`config.mk`:
```
export PLATFORM = sky130hd
export DESIGN_NAME = css_clock_switch
export DESIGN_NICKNAME = d
export VERILOG_FILES = /design/src/rtl/css_pkg.sv /design/src/rtl/css_clock_switch.sv
export SDC_FILE = /design/constraint.sdc
export NUM_CORES = 1
export LEC_CHECK = 0
export BUFFER_PORTS_ARGS = -buffer_cell sky130_fd_sc_hd__buf_2
export CAP_MARGIN = 20
export CORE_ASPECT_RATIO = 1.4
export CORE_MARGIN = 2
export CORE_UTILIZATION = 50
export CTS_CLUSTER_DIAMETER = 100
export DETAILED_ROUTE_END_ITERATION = 7
export GPL_ROUTABILITY_DRIVEN = 0
export PLACE_DENSITY = 0.77
export SLEW_MARGIN = 20
export SYNTH_ARGS = -nofsm -noshare
export SYNTH_HDL_FRONTEND = slang
export SYNTH_SLANG_ARGS = --single-unit
```
`constraint.sdc`:
```
create_clock -name aclk -period 2.7 [get_ports aclk]
set_clock_uncertainty 0.15 [all_clocks]
set_input_delay 0 -clock aclk [delete_from_list [all_inputs] [get_ports aclk]]
set_output_delay 0 -clock aclk [all_outputs]
set_load 0.005 [all_outputs]
```
`src/rtl/css_pkg.sv`:
```
// Package for the clock source switch and fail-safe monitor block.
// Assumes a 125 MHz bus clock and AXI4-Lite software access with 32-bit data.
package css_pkg;

   // ************************************************************
   // Register map
   // ************************************************************
   localparam logic [7:0] CSS_OFS_CTRL = 8'h00;
   localparam logic [7:0] CSS_OFS_TRIM = 8'h04;
   localparam logic [7:0] CSS_OFS_STAT = 8'h08;

   // Control register field positions.
   localparam int CSS_CUR_LSB = 12;
   localparam int CSS_REQ_LSB = 8;
   localparam int CSS_LOCK_BIT = 5;
   localparam int CSS_FAIL_BIT = 3;
   localparam int CSS_SWREQ_BIT = 0;

   // Status register field positions.
   localparam int CSS_ST_INTERNAL_LOW_POWER_RC_BIT = 0;
   localparam int CSS_ST_MULT_LSB = 1;
   localparam int CSS_ST_SWEN_BIT = 3;
   localparam int CSS_ST_MONEN_BIT = 4;
   localparam int CSS_ST_BUSY_BIT = 5;
   localparam int CSS_ST_SEL_LSB = 8;

   // ************************************************************
   // Encodings and reset values
   // ************************************************************
   localparam logic [2:0] CSS_GRP_SEC = 3'h0;
   localparam logic [2:0] CSS_GRP_FRC = 3'h1;
   localparam logic [2:0] CSS_GRP_INTERNAL_LOW_POWER_RC = 3'h2;
   localparam logic [2:0] CSS_GRP_PRI = 3'h3;
   localparam logic [2:0] CSS_GRP_PLL = 3'h7;

   localparam logic [1:0] CSS_MULT_NONE = 2'h0;
   localparam logic [1:0] CSS_MULT_X4 = 2'h1;
   localparam logic [1:0] CSS_MULT_X8 = 2'h2;
   localparam logic [1:0] CSS_MULT_X16 = 2'h3;

   localparam logic [3:0] CSS_TRIM_RST = 4'h0;
   localparam logic [1:0] CSS_RESP_OKAY = 2'h0;
   localparam logic [1:0] CSS_RESP_SLVERR = 2'h2;

   // Low-power RC periods without a system clock edge before failure.
   localparam logic [3:0] CSS_FAIL_TICKS = 4'h4;

   typedef enum logic [1:0] {
      CSS_ST_IDLE = 2'b00,
      CSS_ST_WAIT = 2'b01,
      CSS_ST_DONE = 2'b11
   } css_state_e;

   // Configuration fuses, sampled once after reset.
   typedef struct packed {
      logic [1:0] switch_monitor_config;
      logic [2:0] reset_group_config;
      logic [4:0] primary_option_config;
      logic watchdog_config;
   } css_cfg_s;

   // Steering towards the oscillator sources.
   typedef struct packed {
      logic [2:0] group_select;
      logic [1:0] pll_multiplier;
      logic pll_enable;
      logic [3:0] fast_rc_trim;
      logic internal_low_power_rc_enable;
   } css_osc_s;

endpackage

```
`src/rtl/css_clock_switch.sv`:
```
// Clock source control: group switching, fail-safe monitor, PLL and RC control.
// Assumes all oscillator status inputs are synchronous pulses or levels on aclk.
//
// The AXI4-Lite slave port and the address map are this design's own decisions.
`timescale 1ns/10ps
`default_nettype none

// Overview of operation
// - PLL gain selectable as four, eight or sixteen.
// - Lock status follows PLL lock, readable as a read-only bit.
// - Current group 001 runs the system from the fast RC.
// - Four-bit signed trim offsets fast RC in 1.5 percent steps.
// - PLL group uses multiplier from primary option codes 00101, 00110, 00111.
// - Low-power RC clocks power-up timer, watchdog and monitor.
// - Low-power RC on at reset; after timer, kept only if needed.
// - Monitor enabled keeps low-power RC on except in Sleep.
// - Oscillator failure raises trap and moves clock to fast RC.
// - Failure loads fast RC group, sets fail flag, clears switch request.
// - Failure leaves watchdog running on the low-power RC.
// - Timer expiry before slow oscillator starts counts as failure.
// - Switching only between the five groups; primary option from configuration.
// - Current group read-only; software writes requested group separately.
// - Reset loads current and requested group from configuration.
// - Switch request set starts a switch; clearing it aborts.
// - Switch-monitor configuration 1x disables switching and monitor.
// - Switching disabled: configuration selects clock, current group only reports.
// - Group codes: 111 PLL, 011 primary, 010 INTERNAL_LOW_POWER_RC, 001 INTERNAL_FAST_RC, 000 secondary.
// - Configuration 01 enables switching only; 00 enables switching and monitor.
// - Lock reads zero unless PLL selected; clears when switch starts.
module css_clock_switch (
   input wire logic aclk,
   input wire logic aresetn,
   input wire logic [7:0] s_axi_awaddr,
   input wire logic s_axi_awvalid,
   output logic s_axi_awready,
   input wire logic [31:0] s_axi_wdata,
   input wire logic [3:0] s_axi_wstrb,
   input wire logic s_axi_wvalid,
   output logic s_axi_wready,
   output logic [1:0] s_axi_bresp,
   output logic s_axi_bvalid,
   input wire logic s_axi_bready,
   input wire logic [7:0] s_axi_araddr,
   input wire logic s_axi_arvalid,
   output logic s_axi_arready,
   output logic [31:0] s_axi_rdata,
   output logic [1:0] s_axi_rresp,
   output logic s_axi_rvalid,
   input wire logic s_axi_rready,
   input wire css_pkg::css_cfg_s cfg_in,
   input wire logic pll_locked,
   input wire logic sys_clk_edge,
   input wire logic internal_low_power_rc_tick,
   input wire logic power_up_timer_expired,
   input wire logic slow_osc_started,
   input wire logic sleep_mode,
   input wire logic soft_watchdog_enable,
   input wire logic switch_done,
   output css_pkg::css_osc_s osc_ctrl,
   output logic clock_fail_trap
);

   // ************************************************************
   // State
   // ************************************************************
   css_pkg::css_cfg_s cfg_reg;
   logic cfg_loaded_reg;
   logic [2:0] current_clock_group_reg, current_clock_group_next;
   logic [2:0] requested_clock_group_reg, requested_clock_group_next;
   logic switch_request_bit_reg, switch_request_bit_next;
   logic clock_fail_flag_reg, clock_fail_flag_next;
   logic lock_reg, lock_next;
   logic [3:0] fast_rc_trim_reg;
   logic [3:0] miss_cnt_reg, miss_cnt_next;
   logic timer_seen_reg;
   css_pkg::css_state_e state_reg, state_next;
   css_pkg::css_osc_s osc_next;
   logic trap_next;

   // ************************************************************
   // Bus slave state
   // ************************************************************
   logic aw_held_reg, w_held_reg;
   logic [7:0] waddr_reg;
   logic [31:0] wdata_reg;
   logic [3:0] wstrb_reg;

   // ************************************************************
   // Decoding
   // ************************************************************
   // Switch-monitor configuration: bit 1 set disables both functions.
   // Default disables all
   wire switching_enabled = cfg_loaded_reg & ~cfg_reg.switch_monitor_config[1];
   wire monitor_enabled = switching_enabled & ~cfg_reg.switch_monitor_config[0];

   // A write lands at the edge at which address and data are both present.
   wire aw_ok = s_axi_awvalid & s_axi_awready;
   wire w_ok = s_axi_wvalid & s_axi_wready;
   wire aw_have = aw_held_reg | aw_ok;
   wire w_have = w_held_reg | w_ok;
   wire [7:0] wr_addr = aw_held_reg ? waddr_reg : s_axi_awaddr;
   wire [31:0] wr_data = w_held_reg ? wdata_reg : s_axi_wdata;
   wire [3:0] wr_strb = w_held_reg ? wstrb_reg : s_axi_wstrb;
   wire wr_fire = aw_have & w_have & ~s_axi_bvalid;
   wire wr_ctrl = wr_fire & (wr_addr == css_pkg::CSS_OFS_CTRL);
   wire wr_trim = wr_fire & (wr_addr == css_pkg::CSS_OFS_TRIM) & wr_strb[0];
   wire wr_map = (wr_addr == css_pkg::CSS_OFS_CTRL) | (wr_addr == css_pkg::CSS_OFS_TRIM)
      | (wr_addr == css_pkg::CSS_OFS_STAT);
   wire wr_lo = wr_ctrl & wr_strb[0];
   wire wr_hi = wr_ctrl & wr_strb[1];
   wire rd_fire = s_axi_arvalid & s_axi_arready;

   wire [2:0] req_written = wr_data[css_pkg::CSS_REQ_LSB +: 3];
   wire sw_set = wr_lo & wr_data[css_pkg::CSS_SWREQ_BIT] & ~switch_request_bit_reg;
   wire sw_clear = wr_lo & ~wr_data[css_pkg::CSS_SWREQ_BIT];
   wire [2:0] target_group = wr_hi ? req_written : requested_clock_group_reg;
   wire valid_group = (target_group == css_pkg::CSS_GRP_SEC)
      | (target_group == css_pkg::CSS_GRP_FRC) | (target_group == css_pkg::CSS_GRP_INTERNAL_LOW_POWER_RC)
      | (target_group == css_pkg::CSS_GRP_PRI) | (target_group == css_pkg::CSS_GRP_PLL);
   wire switch_start = sw_set & switching_enabled & valid_group & (state_reg == css_pkg::CSS_ST_IDLE)
      & (target_group != current_clock_group_reg);
   wire switch_redundant = sw_set & switching_enabled & valid_group
      & (state_reg == css_pkg::CSS_ST_IDLE) & (target_group == current_clock_group_reg);

   // Both failure sources count only while the monitor is enabled.
   // Missing edge detection
   wire miss_fail = monitor_enabled & ~sleep_mode & internal_low_power_rc_tick
      & (miss_cnt_reg == css_pkg::CSS_FAIL_TICKS - 4'h1) & ~sys_clk_edge;
   wire start_fail = monitor_enabled & power_up_timer_expired & ~timer_seen_reg & ~slow_osc_started;
   wire clock_failure = miss_fail | start_fail;

   // With switching disabled the fuses steer the clock; writes only set the requested group.
   // Configuration steers directly
   wire [2:0] effective_group = switching_enabled ? current_clock_group_reg
      : cfg_reg.reset_group_config;

   wire [1:0] mult_sel = cfg_reg.primary_option_config[1:0];
   wire pll_selected = effective_group == css_pkg::CSS_GRP_PLL;

   // Software and configuration watchdog enables both keep the low-power RC alive.
   wire watchdog_on = cfg_reg.watchdog_config | soft_watchdog_enable;
   wire internal_low_power_rc_needed = (monitor_enabled & ~sleep_mode) | watchdog_on
      | (effective_group == css_pkg::CSS_GRP_INTERNAL_LOW_POWER_RC);

   // ************************************************************
   // Switch sequencer and control bits
   // ************************************************************
   // Later statements take priority: abort, then failure, then fixed selection.
   // A request for an undefined group stays pending until software or a failure clears it.
   always_comb begin
      state_next = state_reg;
      current_clock_group_next = current_clock_group_reg;
      requested_clock_group_next = requested_clock_group_reg;
      switch_request_bit_next = switch_request_bit_reg;
      clock_fail_flag_next = clock_fail_flag_reg;
      trap_next = 1'b0;

      if (wr_hi) begin
         requested_clock_group_next = req_written;
      end

      if (sw_set & switching_enabled) begin
         switch_request_bit_next = 1'b1;
      end

      if (switch_start) begin
         // A valid switch clears the fail flag.
         clock_fail_flag_next = 1'b0;
         state_next = css_pkg::CSS_ST_WAIT;
      end

      if (switch_redundant) begin
         switch_request_bit_next = 1'b0;
      end

      // The fail flag is cleared by writing zero; a fresh failure wins below.
      if (wr_lo & ~wr_data[css_pkg::CSS_FAIL_BIT]) begin
         clock_fail_flag_next = 1'b0;
      end

      case (state_reg)
         css_pkg::CSS_ST_IDLE: begin
         end
         css_pkg::CSS_ST_WAIT: begin
            if (sw_clear) begin
               state_next = css_pkg::CSS_ST_IDLE;
            end else if (switch_done) begin
               state_next = css_pkg::CSS_ST_DONE;
            end
         end
         css_pkg::CSS_ST_DONE: begin
            current_clock_group_next = requested_clock_group_reg;
            switch_request_bit_next = 1'b0;
            state_next = css_pkg::CSS_ST_IDLE;
         end
         default: begin
            state_next = css_pkg::CSS_ST_IDLE;
         end
      endcase

      if (sw_clear) begin
         switch_request_bit_next = 1'b0;
      end

      if (clock_failure) begin
         current_clock_group_next = css_pkg::CSS_GRP_FRC;
         clock_fail_flag_next = 1'b1;
         switch_request_bit_next = 1'b0;
         state_next = css_pkg::CSS_ST_IDLE;
         trap_next = 1'b1;
      end

      if (!switching_enabled) begin
         current_clock_group_next = cfg_reg.reset_group_config;
      end
   end

   // Counts low-power RC periods without a system clock edge; Sleep holds it at zero.
   // A detected failure restarts the count, so a lasting loss raises a trap every four periods.
   always_comb begin
      miss_cnt_next = miss_cnt_reg;
      if (sys_clk_edge | ~monitor_enabled | sleep_mode | miss_fail) begin
         miss_cnt_next = 4'h0;
      end else if (internal_low_power_rc_tick) begin
         miss_cnt_next = miss_cnt_reg + 4'h1;
      end
   end

   // Lock stays low while a switch is pending, so a stale lock is never shown.
   // Lock follows loop
   assign lock_next = pll_locked & pll_selected & ~switch_start & (state_reg == css_pkg::CSS_ST_IDLE);

   // Steering is registered and follows the group state one cycle later.
   always_comb begin
      osc_next = '0;
      osc_next.group_select = effective_group;
      osc_next.pll_enable = pll_selected;
      osc_next.pll_multiplier = pll_selected ? mult_sel : css_pkg::CSS_MULT_NONE;
      osc_next.fast_rc_trim = fast_rc_trim_reg;
      osc_next.internal_low_power_rc_enable = ~timer_seen_reg | internal_low_power_rc_needed;
   end

   // Configuration is captured once, at the first edge after reset, then held.
   // The low-power RC starts at that edge because it times the power-up delay.
   always_ff @(posedge aclk) begin
      if (!aresetn) begin
         cfg_reg <= '0;
         cfg_loaded_reg <= 1'b0;
         current_clock_group_reg <= css_pkg::CSS_GRP_FRC;
         requested_clock_group_reg <= css_pkg::CSS_GRP_FRC;
         switch_request_bit_reg <= 1'b0;
         clock_fail_flag_reg <= 1'b0;
         lock_reg <= 1'b0;
         fast_rc_trim_reg <= css_pkg::CSS_TRIM_RST;
         miss_cnt_reg <= 4'h0;
         timer_seen_reg <= 1'b0;
         state_reg <= css_pkg::CSS_ST_IDLE;
         osc_ctrl <= '0;
         clock_fail_trap <= 1'b0;
      end else if (!cfg_loaded_reg) begin
         cfg_reg <= cfg_in;
         cfg_loaded_reg <= 1'b1;
         current_clock_group_reg <= cfg_in.reset_group_config;
         requested_clock_group_reg <= cfg_in.reset_group_config;
         osc_ctrl.internal_low_power_rc_enable <= 1'b1;
      end else begin
         current_clock_group_reg <= current_clock_group_next;
         requested_clock_group_reg <= requested_clock_group_next;
         switch_request_bit_reg <= switch_request_bit_next;
         clock_fail_flag_reg <= clock_fail_flag_next;
         lock_reg <= lock_next;
         if (wr_trim) begin
            fast_rc_trim_reg <= wr_data[3:0];
         end
         miss_cnt_reg <= miss_cnt_next;
         timer_seen_reg <= timer_seen_reg | power_up_timer_expired;
         state_reg <= state_next;
         osc_ctrl <= osc_next;
         clock_fail_trap <= trap_next;
      end
   end

   // ************************************************************
   // AXI4-Lite slave
   // ************************************************************
   // Unused register bits read as zero.
   wire [31:0] ctrl_word = {17'h00000, current_clock_group_reg, 1'b0, requested_clock_group_reg,
      2'h0, lock_reg, 1'b0, clock_fail_flag_reg, 2'h0, switch_request_bit_reg};
   wire [31:0] trim_word = {28'h0000000, fast_rc_trim_reg};
   wire [31:0] stat_word = {21'h000000, osc_ctrl.group_select, 2'h0,
      state_reg != css_pkg::CSS_ST_IDLE, monitor_enabled, switching_enabled,
      osc_ctrl.pll_multiplier, osc_ctrl.internal_low_power_rc_enable};
   wire rd_ctrl = s_axi_araddr == css_pkg::CSS_OFS_CTRL;
   wire rd_trim = s_axi_araddr == css_pkg::CSS_OFS_TRIM;
   wire rd_stat = s_axi_araddr == css_pkg::CSS_OFS_STAT;
   wire [31:0] rd_word = rd_ctrl ? ctrl_word : rd_trim ? trim_word : rd_stat ? stat_word : 32'h0;
   wire rd_map = rd_ctrl | rd_trim | rd_stat;

   // Address and data are taken in either order and held until both are here.
   // A pending response closes both channels until the master accepts it.
   always_ff @(posedge aclk) begin
      if (!aresetn) begin
         aw_held_reg <= 1'b0;
         w_held_reg <= 1'b0;
         waddr_reg <= 8'h00;
         wdata_reg <= 32'h00000000;
         wstrb_reg <= 4'h0;
         s_axi_awready <= 1'b0;
         s_axi_wready <= 1'b0;
         s_axi_bvalid <= 1'b0;
         s_axi_bresp <= css_pkg::CSS_RESP_OKAY;
      end else begin
         if (aw_ok) begin
            waddr_reg <= s_axi_awaddr;
         end
         if (w_ok) begin
            wdata_reg <= s_axi_wdata;
            wstrb_reg <= s_axi_wstrb;
         end
         aw_held_reg <= aw_have & ~wr_fire;
         w_held_reg <= w_have & ~wr_fire;
         s_axi_awready <= ~aw_have & ~s_axi_bvalid & ~wr_fire & cfg_loaded_reg;
         s_axi_wready <= ~w_have & ~s_axi_bvalid & ~wr_fire & cfg_loaded_reg;
         if (wr_fire) begin
            s_axi_bvalid <= 1'b1;
            s_axi_bresp <= wr_map ? css_pkg::CSS_RESP_OKAY : css_pkg::CSS_RESP_SLVERR;
         end else if (s_axi_bready) begin
            s_axi_bvalid <= 1'b0;
         end
      end
   end

   // Read data are captured at the address handshake and held until accepted.
   always_ff @(posedge aclk) begin
      if (!aresetn) begin
         s_axi_arready <= 1'b0;
         s_axi_rvalid <= 1'b0;
         s_axi_rdata <= 32'h00000000;
         s_axi_rresp <= css_pkg::CSS_RESP_OKAY;
      end else begin
         s_axi_arready <= ~s_axi_rvalid & ~rd_fire & cfg_loaded_reg;
         if (rd_fire) begin
            s_axi_rvalid <= 1'b1;
            s_axi_rdata <= rd_word;
            s_axi_rresp <= rd_map ? css_pkg::CSS_RESP_OKAY : css_pkg::CSS_RESP_SLVERR;
         end else if (s_axi_rready) begin
            s_axi_rvalid <= 1'b0;
         end
      end
   end

endmodule

`default_nettype wire

```
==> results of run 1 <==
[cells in the mapped netlist (4+ instances only)]
| library cell | count |
|---|---|
| a21boi_0 | 30 |
| a21oi_1 | 16 |
| a22oi_1 | 4 |
| buf_4 | 23 |
| clkbuf_1 | 19 |
| dfxtp_1 | 79 |
| inv_1 | 5 |
| mux2_2 | 5 |
| mux2i_1 | 17 |
| nand2_1 | 70 |
| nand2b_1 | 6 |
| nand3_1 | 17 |
| nor2_1 | 22 |
| nor2b_1 | 29 |
| nor3_1 | 12 |
| nor3b_1 | 8 |
| nor4_1 | 5 |
| o211a_1 | 6 |
| o211ai_1 | 4 |
| o21ai_0 | 12 |
[power by group through the flow]
stage	Sequential, µW	Clock (µW)	Combinational (µW)
finish	1250	836	322
global route	1250	906	353
CTS	1240	852	315
detailed placement	1270	0	264
global placement	1270	0	259
floorplan	1260	0	203
[path summary, 6_finish.rpt]
check | from | to | slack (ns) | cells past startpoint
worst max-delay path | aw_held_reg | state_reg[0] | 0.15 | 7
worst min-delay path | sleep_mode | osc_ctrl[0] | 0.009 | 4
worst max register to register | aw_held_reg | state_reg[0] | 0.15 | 7
worst min register to register | wdata_reg[8] | wdata_reg[8] | 0.31 | 2
[tightest hold or removal path, stage by stage]
cell and delay (ns):
buf_2 0.10, o32ai_1 0.07, a21oi_1 0.17, a21boi_0 0.11
[timing repair]
item | CTS | global route
hold endpoints to repair | 49 | 0
hold buffers | 54 | 0
resized for setup | 0 | 0
setup buffers | 0 | 0
endpoints found under the setup margin | 0 | 0
[kinds of logic (layout without fill, tap and decap cells)]
| kind of cell | Yosys count | after routing |
|---|---|---|
| buffers and inverters | 52 | 160 |
| adders and majority gates | 1 | 1 |
| and+or+nand+nor | 186 | 186 |
| xor gates and xnor gates | 6 | 6 |
| other | 1 | 22 |
| AOI/OAI and AO/OA | 99 | 99 |
| DFF | 79 | 79 |
| muxes | 22 | 22 |
[per-stage QoR]
step	hold slack [ns]	instance area [µm²]
CTS	0.00185	4930
detailed placement	0.110	4200
floorplan	-0.122	3900
finish	0.00883	4930
global placement	0.104	4200
global route	0.0360	4930
[routing by layer]
metal / vias to the layer above / wire, µm / track usage
li1: 1773 / - / -
met4: 0 / 294 / 0.113
met2: 122 / 5410 / 0.463
met5: - / 0 / 0
met1: 1710 / 3880 / 0.255
met3: 23 / 446 / 0.0520
[cell type report]
class,count,area [µm²],share of cell area
repair buffers,140,991,0.201
well taps,97,121,0.0246
inverters,5,18.8,0.00381
clock buffers,9,124,0.0251
flip-flops and latches,79,1580,0.321
multi-input cells,336,2030,0.412
clock inverters,6,62.6,0.0127
==> results.yml, run 1 <==
cts:
  cts_tree: "done"
  h-tree-depth: 3
  cts-root-buf: "clkbuf_8"
  clockBufferDepth: 2
  cts.reportedPaths.clkPinSlew_ns: 0.08
  numCtsBuffers: 9
  cts_sinks: 79
  insertion_delay_ns: 0.35
synth:
  syn_area_um2: 3820
  synth-seq-area-share: 0.413
  synth-compound-area-share: 0.186
  ys_ff_latch: 79
  netlist_instances: 446
  synth-simple-area-share: 0.247
  yosysTopAreaCellShare: 0.413
  synth_top_cell_by_area: "dfxtp_1"
  synth-edff-count: 0
  ys_types: 58
  async_flop_share: 0
  synth_top_family_by_area: "simple AND/OR/NAND/NOR gates"
  synth_fa_ha_area_frac: 0.00327
  yosys_warnings: 0
  yosys-top-cells-area: "dfxtp_1 (41%), nand2_1 (6.9%), a21boi_0 (5.9%), nor2b_1 (4.7%), buf_4 (4.5%)"
  synth_xor_area_frac: 0.0137
  synth_ff_type: "dfxtp_1"
  syn_avg_cell_area_um2: 8.58
  synthMuxAreaShare: 0.0592
run_status:
  outcome: "completed"
timing:
  fin_ws_ns: 0.149
  fin_crit_ns: 2.55
  tightestPinTransition_ns: 0.555
  slew_violations: 0
  setup_violations: 0
  finalCritPeriodShare: 0.945
  hold_violations: 0
  slew_headroom: 0.629
  fmaxAchievable_mhz: 392
  rsz0062_at_grt: "false"
  timing.setup.tns_ns: 0
pwr:
  p_per_area_nw_per_um2: 488
  totalPowerFinal_uw: 2400
  clkPwrFrac: 0.348
  seqPwrFrac: 0.518
  swShare: 0.257
  worst_ir_drop_vdd_mv: 0.286
  power.switching_uw: 617
  p_leak_uw: 0.00208
  p_comb_frac: 0.134
  p_int_uw: 1790
drt:
  dr.pass1.iters: 4
  final_antenna_net_count: 0
  routed_wl_mm: 10.0
  routedWlPerCell_um: 14.9
  drc: 0
  vias_per_cell: 5.40
  drtIter0Drc: 157
  vias: 3628
floorplanning:
  initial_core_util: 0.516
  die_area_um2: 8380
  die_h_um: 107
  core_um2: 7410
  ios: 131
  rows: 37
  die_x_um: 77.9
placement:
  post-place-ws_ns: 0.243
  numPlacedInstances: 603
  dpl.hpwl_mm: 6.62
  port_buffers: 78
final_layout:
  antenna-diode-count: 0
  nets: 650
  final_util: 0.665
  largest_reg_flops: 12
  layout_common_cells: "dfxtp_1 (79), buf_2 (78), nand2_1 (70)"
  fin_cells: 672
  fillers: 612
  top_regs: "s_axi_rdata: 12 flops, osc_ctrl: 11 flops"
  regMostFlops: "s_axi_rdata"
  mostFrequentLayoutCell: "dfxtp_1"
  drive_gt1_frac: 0.198
  area_growth_pct: 28.9
hold_path:
  hp-class: "input pin to flip-flop"
setup_path:
  worstSetupStartpointType: "flip-flop"
  cp_slowest_cell: "dfxtp_1"
  critPathArrivalTime_ns: 2.64
  critPathTopFamily: "simple AND/OR/NAND/NOR gates"
  cp_cell_sequence: "or4b_1, o22ai_2, and4_1, o2111ai_1, nand2_1, nor2_1, a32o_1"
  cp_num_buf_inv: 0
  cp_max_fo: 11
  end_kind: "flip-flop"
  crit_required_ns: 2.79
  cp_slowest_stage_delay_ns: 0.53
  criticalPathCategory: "flip-flop to flip-flop"
global_route:
  grt_pass1_wl_mm: 16.2
  grt_max_degree: 28
  gr-total-overflow: 0
  track_usage: 0.245
  grt_pass1_vias: 3509
  antenna_found_initial: 0
run:
  cap_violations: 0
Power figures use the tool's default switching activity.
==> inputs of run 2 (changes only) <==
--- a/config.mk
+++ b/config.mk
@@ -14,6 +14,7 @@
 export DETAILED_ROUTE_END_ITERATION = 7
 export GPL_ROUTABILITY_DRIVEN = 0
 export PLACE_DENSITY = 0.77
+export SETUP_SLACK_MARGIN = 0.15
 export SLEW_MARGIN = 20
 export SYNTH_ARGS = -nofsm -noshare
 export SYNTH_HDL_FRONTEND = slang
==> run 2 against run 1 <==
  * Wire length unchanged
  * Sequential share of layout area hardly changed
  * Clock power is essentially flat
  * Flip-flop and latch count unchanged
  * Setup slack better by 0.18 ns
  * Final area barely moved
  * Die area unchanged
  * Count of clock-buffer cells in the layout did not move
  * Via count unchanged
  * Sequential power is essentially flat
  * Cell count unchanged
  * Register-to-register slack better by 0.19 ns
  * Largest cell class unchanged
  * Highest routed layer unchanged
==> results.yml, run 2 (synthesis gave the netlist of run 1 again) <==
global_route:
  grt_pass1_wl_mm: 16.2
  track_usage: 0.245
  grt_pass1_vias: 3509
  gr-total-overflow: 0
  antenna_found_initial: 0
  grt_max_degree: 28
cts:
  h-tree-depth: 3
  cts_tree: "done"
  clockBufferDepth: 2
  insertion_delay_ns: 0.35
  cts.reportedPaths.clkPinSlew_ns: 0.08
  numCtsBuffers: 9
  cts-root-buf: "clkbuf_8"
  cts_sinks: 79
setup_path:
  cp_num_buf_inv: 2
  cp_cell_sequence: "dlygate4sd3_1, buf_2, or4_4, o22ai_2, and4_2, o2111ai_1, nand2_1, nor2_1, a32o_1"
  cp_max_fo: 8
  cp_slowest_stage_delay_ns: 0.57
  crit_required_ns: 2.79
  end_kind: "flip-flop"
  criticalPathCategory: "input pin to flip-flop"
  critPathArrivalTime_ns: 2.46
  critPathTopFamily: "simple AND/OR/NAND/NOR gates"
  worstSetupStartpointType: "input pin"
  cp_slowest_cell: "dlygate4sd3_1"
drt:
  routed_wl_mm: 10.0
  vias: 3628
  dr.pass1.iters: 4
  vias_per_cell: 5.40
  routedWlPerCell_um: 14.9
  drc: 0
  final_antenna_net_count: 0
  drtIter0Drc: 157
final_layout:
  drive_gt1_frac: 0.202
  nets: 650
  regMostFlops: "s_axi_rdata"
  antenna-diode-count: 0
  final_cell_area_um2: 4930
  multi_input_comb_area_um2: 2030
  fillers: 612
  fin_cells: 672
  area_growth_pct: 28.9
  layout_common_cells: "dfxtp_1 (78), buf_2 (78), nand2_1 (70)"
  largest_reg_flops: 12
  ff_latch_area_um2: 1580
  top_regs: "s_axi_rdata: 12 flops, osc_ctrl: 11 flops"
placement:
  placed_cell_area_um2: 4200
  port_buffers: 78
  numPlacedInstances: 603
  dpl.hpwl_mm: 6.62
timing:
  fmaxAchievable_mhz: 423
  tightestPinTransition_ns: 0.555
  slew_violations: 0
  timing.setup.tns_ns: 0
  hold_violations: 0
  setup_violations: 0
  finalCritPeriodShare: 0.877
  fin_crit_ns: 2.37
  slew_headroom: 0.629
  rsz0062_at_grt: "false"
floorplanning:
  die_area_um2: 8380
  rows: 37
  die_h_um: 107
  core_um2: 7410
  die_x_um: 77.9
  ios: 131
  initial_core_util: 0.516
pwr:
  p_per_area_nw_per_um2: 488
  p_leak_uw: 0.00208
  worst_ir_drop_vdd_mv: 0.286
run:
  cap_violations: 0
hold_path:
  hp-class: "input pin to flip-flop"
run_status:
  outcome: "completed"
==> run 2: tightest hold or removal path: cells and delay by family <==
| kind | cells | cell delay, ns |
|---|---|---|
| buf+inv | 1 | 0.10 |
| compound gates | 3 | 0.35 |
==> run 2: metrics by stage <==
stage	power (µW)	utilization	setup WS, ns	hold WS (ns)
floorplan	1460	-	0.630	-0.122
global placement	1530	0.567	0.288	0.104
detailed placement	1540	0.567	0.243	0.110
CTS	2410	0.665	0.176	0.00185
global route	2510	0.666	0.180	0.0360
finish	2400	0.666	0.333	0.00883
==> run 2: worst paths after layout <==
kind	endpoint	slack (ns)	cells past startpoint	startpoint
min reg2reg	wdata_reg[8]	0.31	2	wdata_reg[8]
max	state_reg[0]	0.33	9	s_axi_awaddr[5]
min	osc_ctrl[0]	0.009	4	sleep_mode
max reg2reg	state_reg[0]	0.34	7	aw_held_reg
==> run 2: layer usage <==
| layer | GRT usage | part of all wire | vias up |
|---|---|---|---|
| li1 | - | - | 1773 |
| met1 | 0.255 | 0.39 | 1710 |
| met2 | 0.463 | 0.54 | 122 |
| met3 | 0.0520 | 0.044 | 23 |
| met4 | 0.113 | 0.029 | 0 |
| met5 | 0 | 0 | - |
==> run 2: report_power, final <==
| part | switching [µW] | internal (µW) | total (µW) |
|---|---|---|---|
| Combinational | 160 | 162 | 322 |
| Clock | 416 | 420 | 836 |
| Sequential | 41.5 | 1210 | 1250 |
==> run 2: layout make-up <==
class / count / share of cell area
clock buffers: 9 / 0.0251
repair buffers: 140 / 0.201
multi-input cells: 336 / 0.412
well taps: 97 / 0.0246
clock inverters: 6 / 0.0127
inverters: 5 / 0.00381
flip-flops and latches: 79 / 0.321
==> run 2: timing repair <==
action,in CTS,in global routing
hold buffers,54,0
hold endpoints to repair,49,0
resized for setup,0,2
setup buffers,0,0
endpoints found under the setup margin,0,3
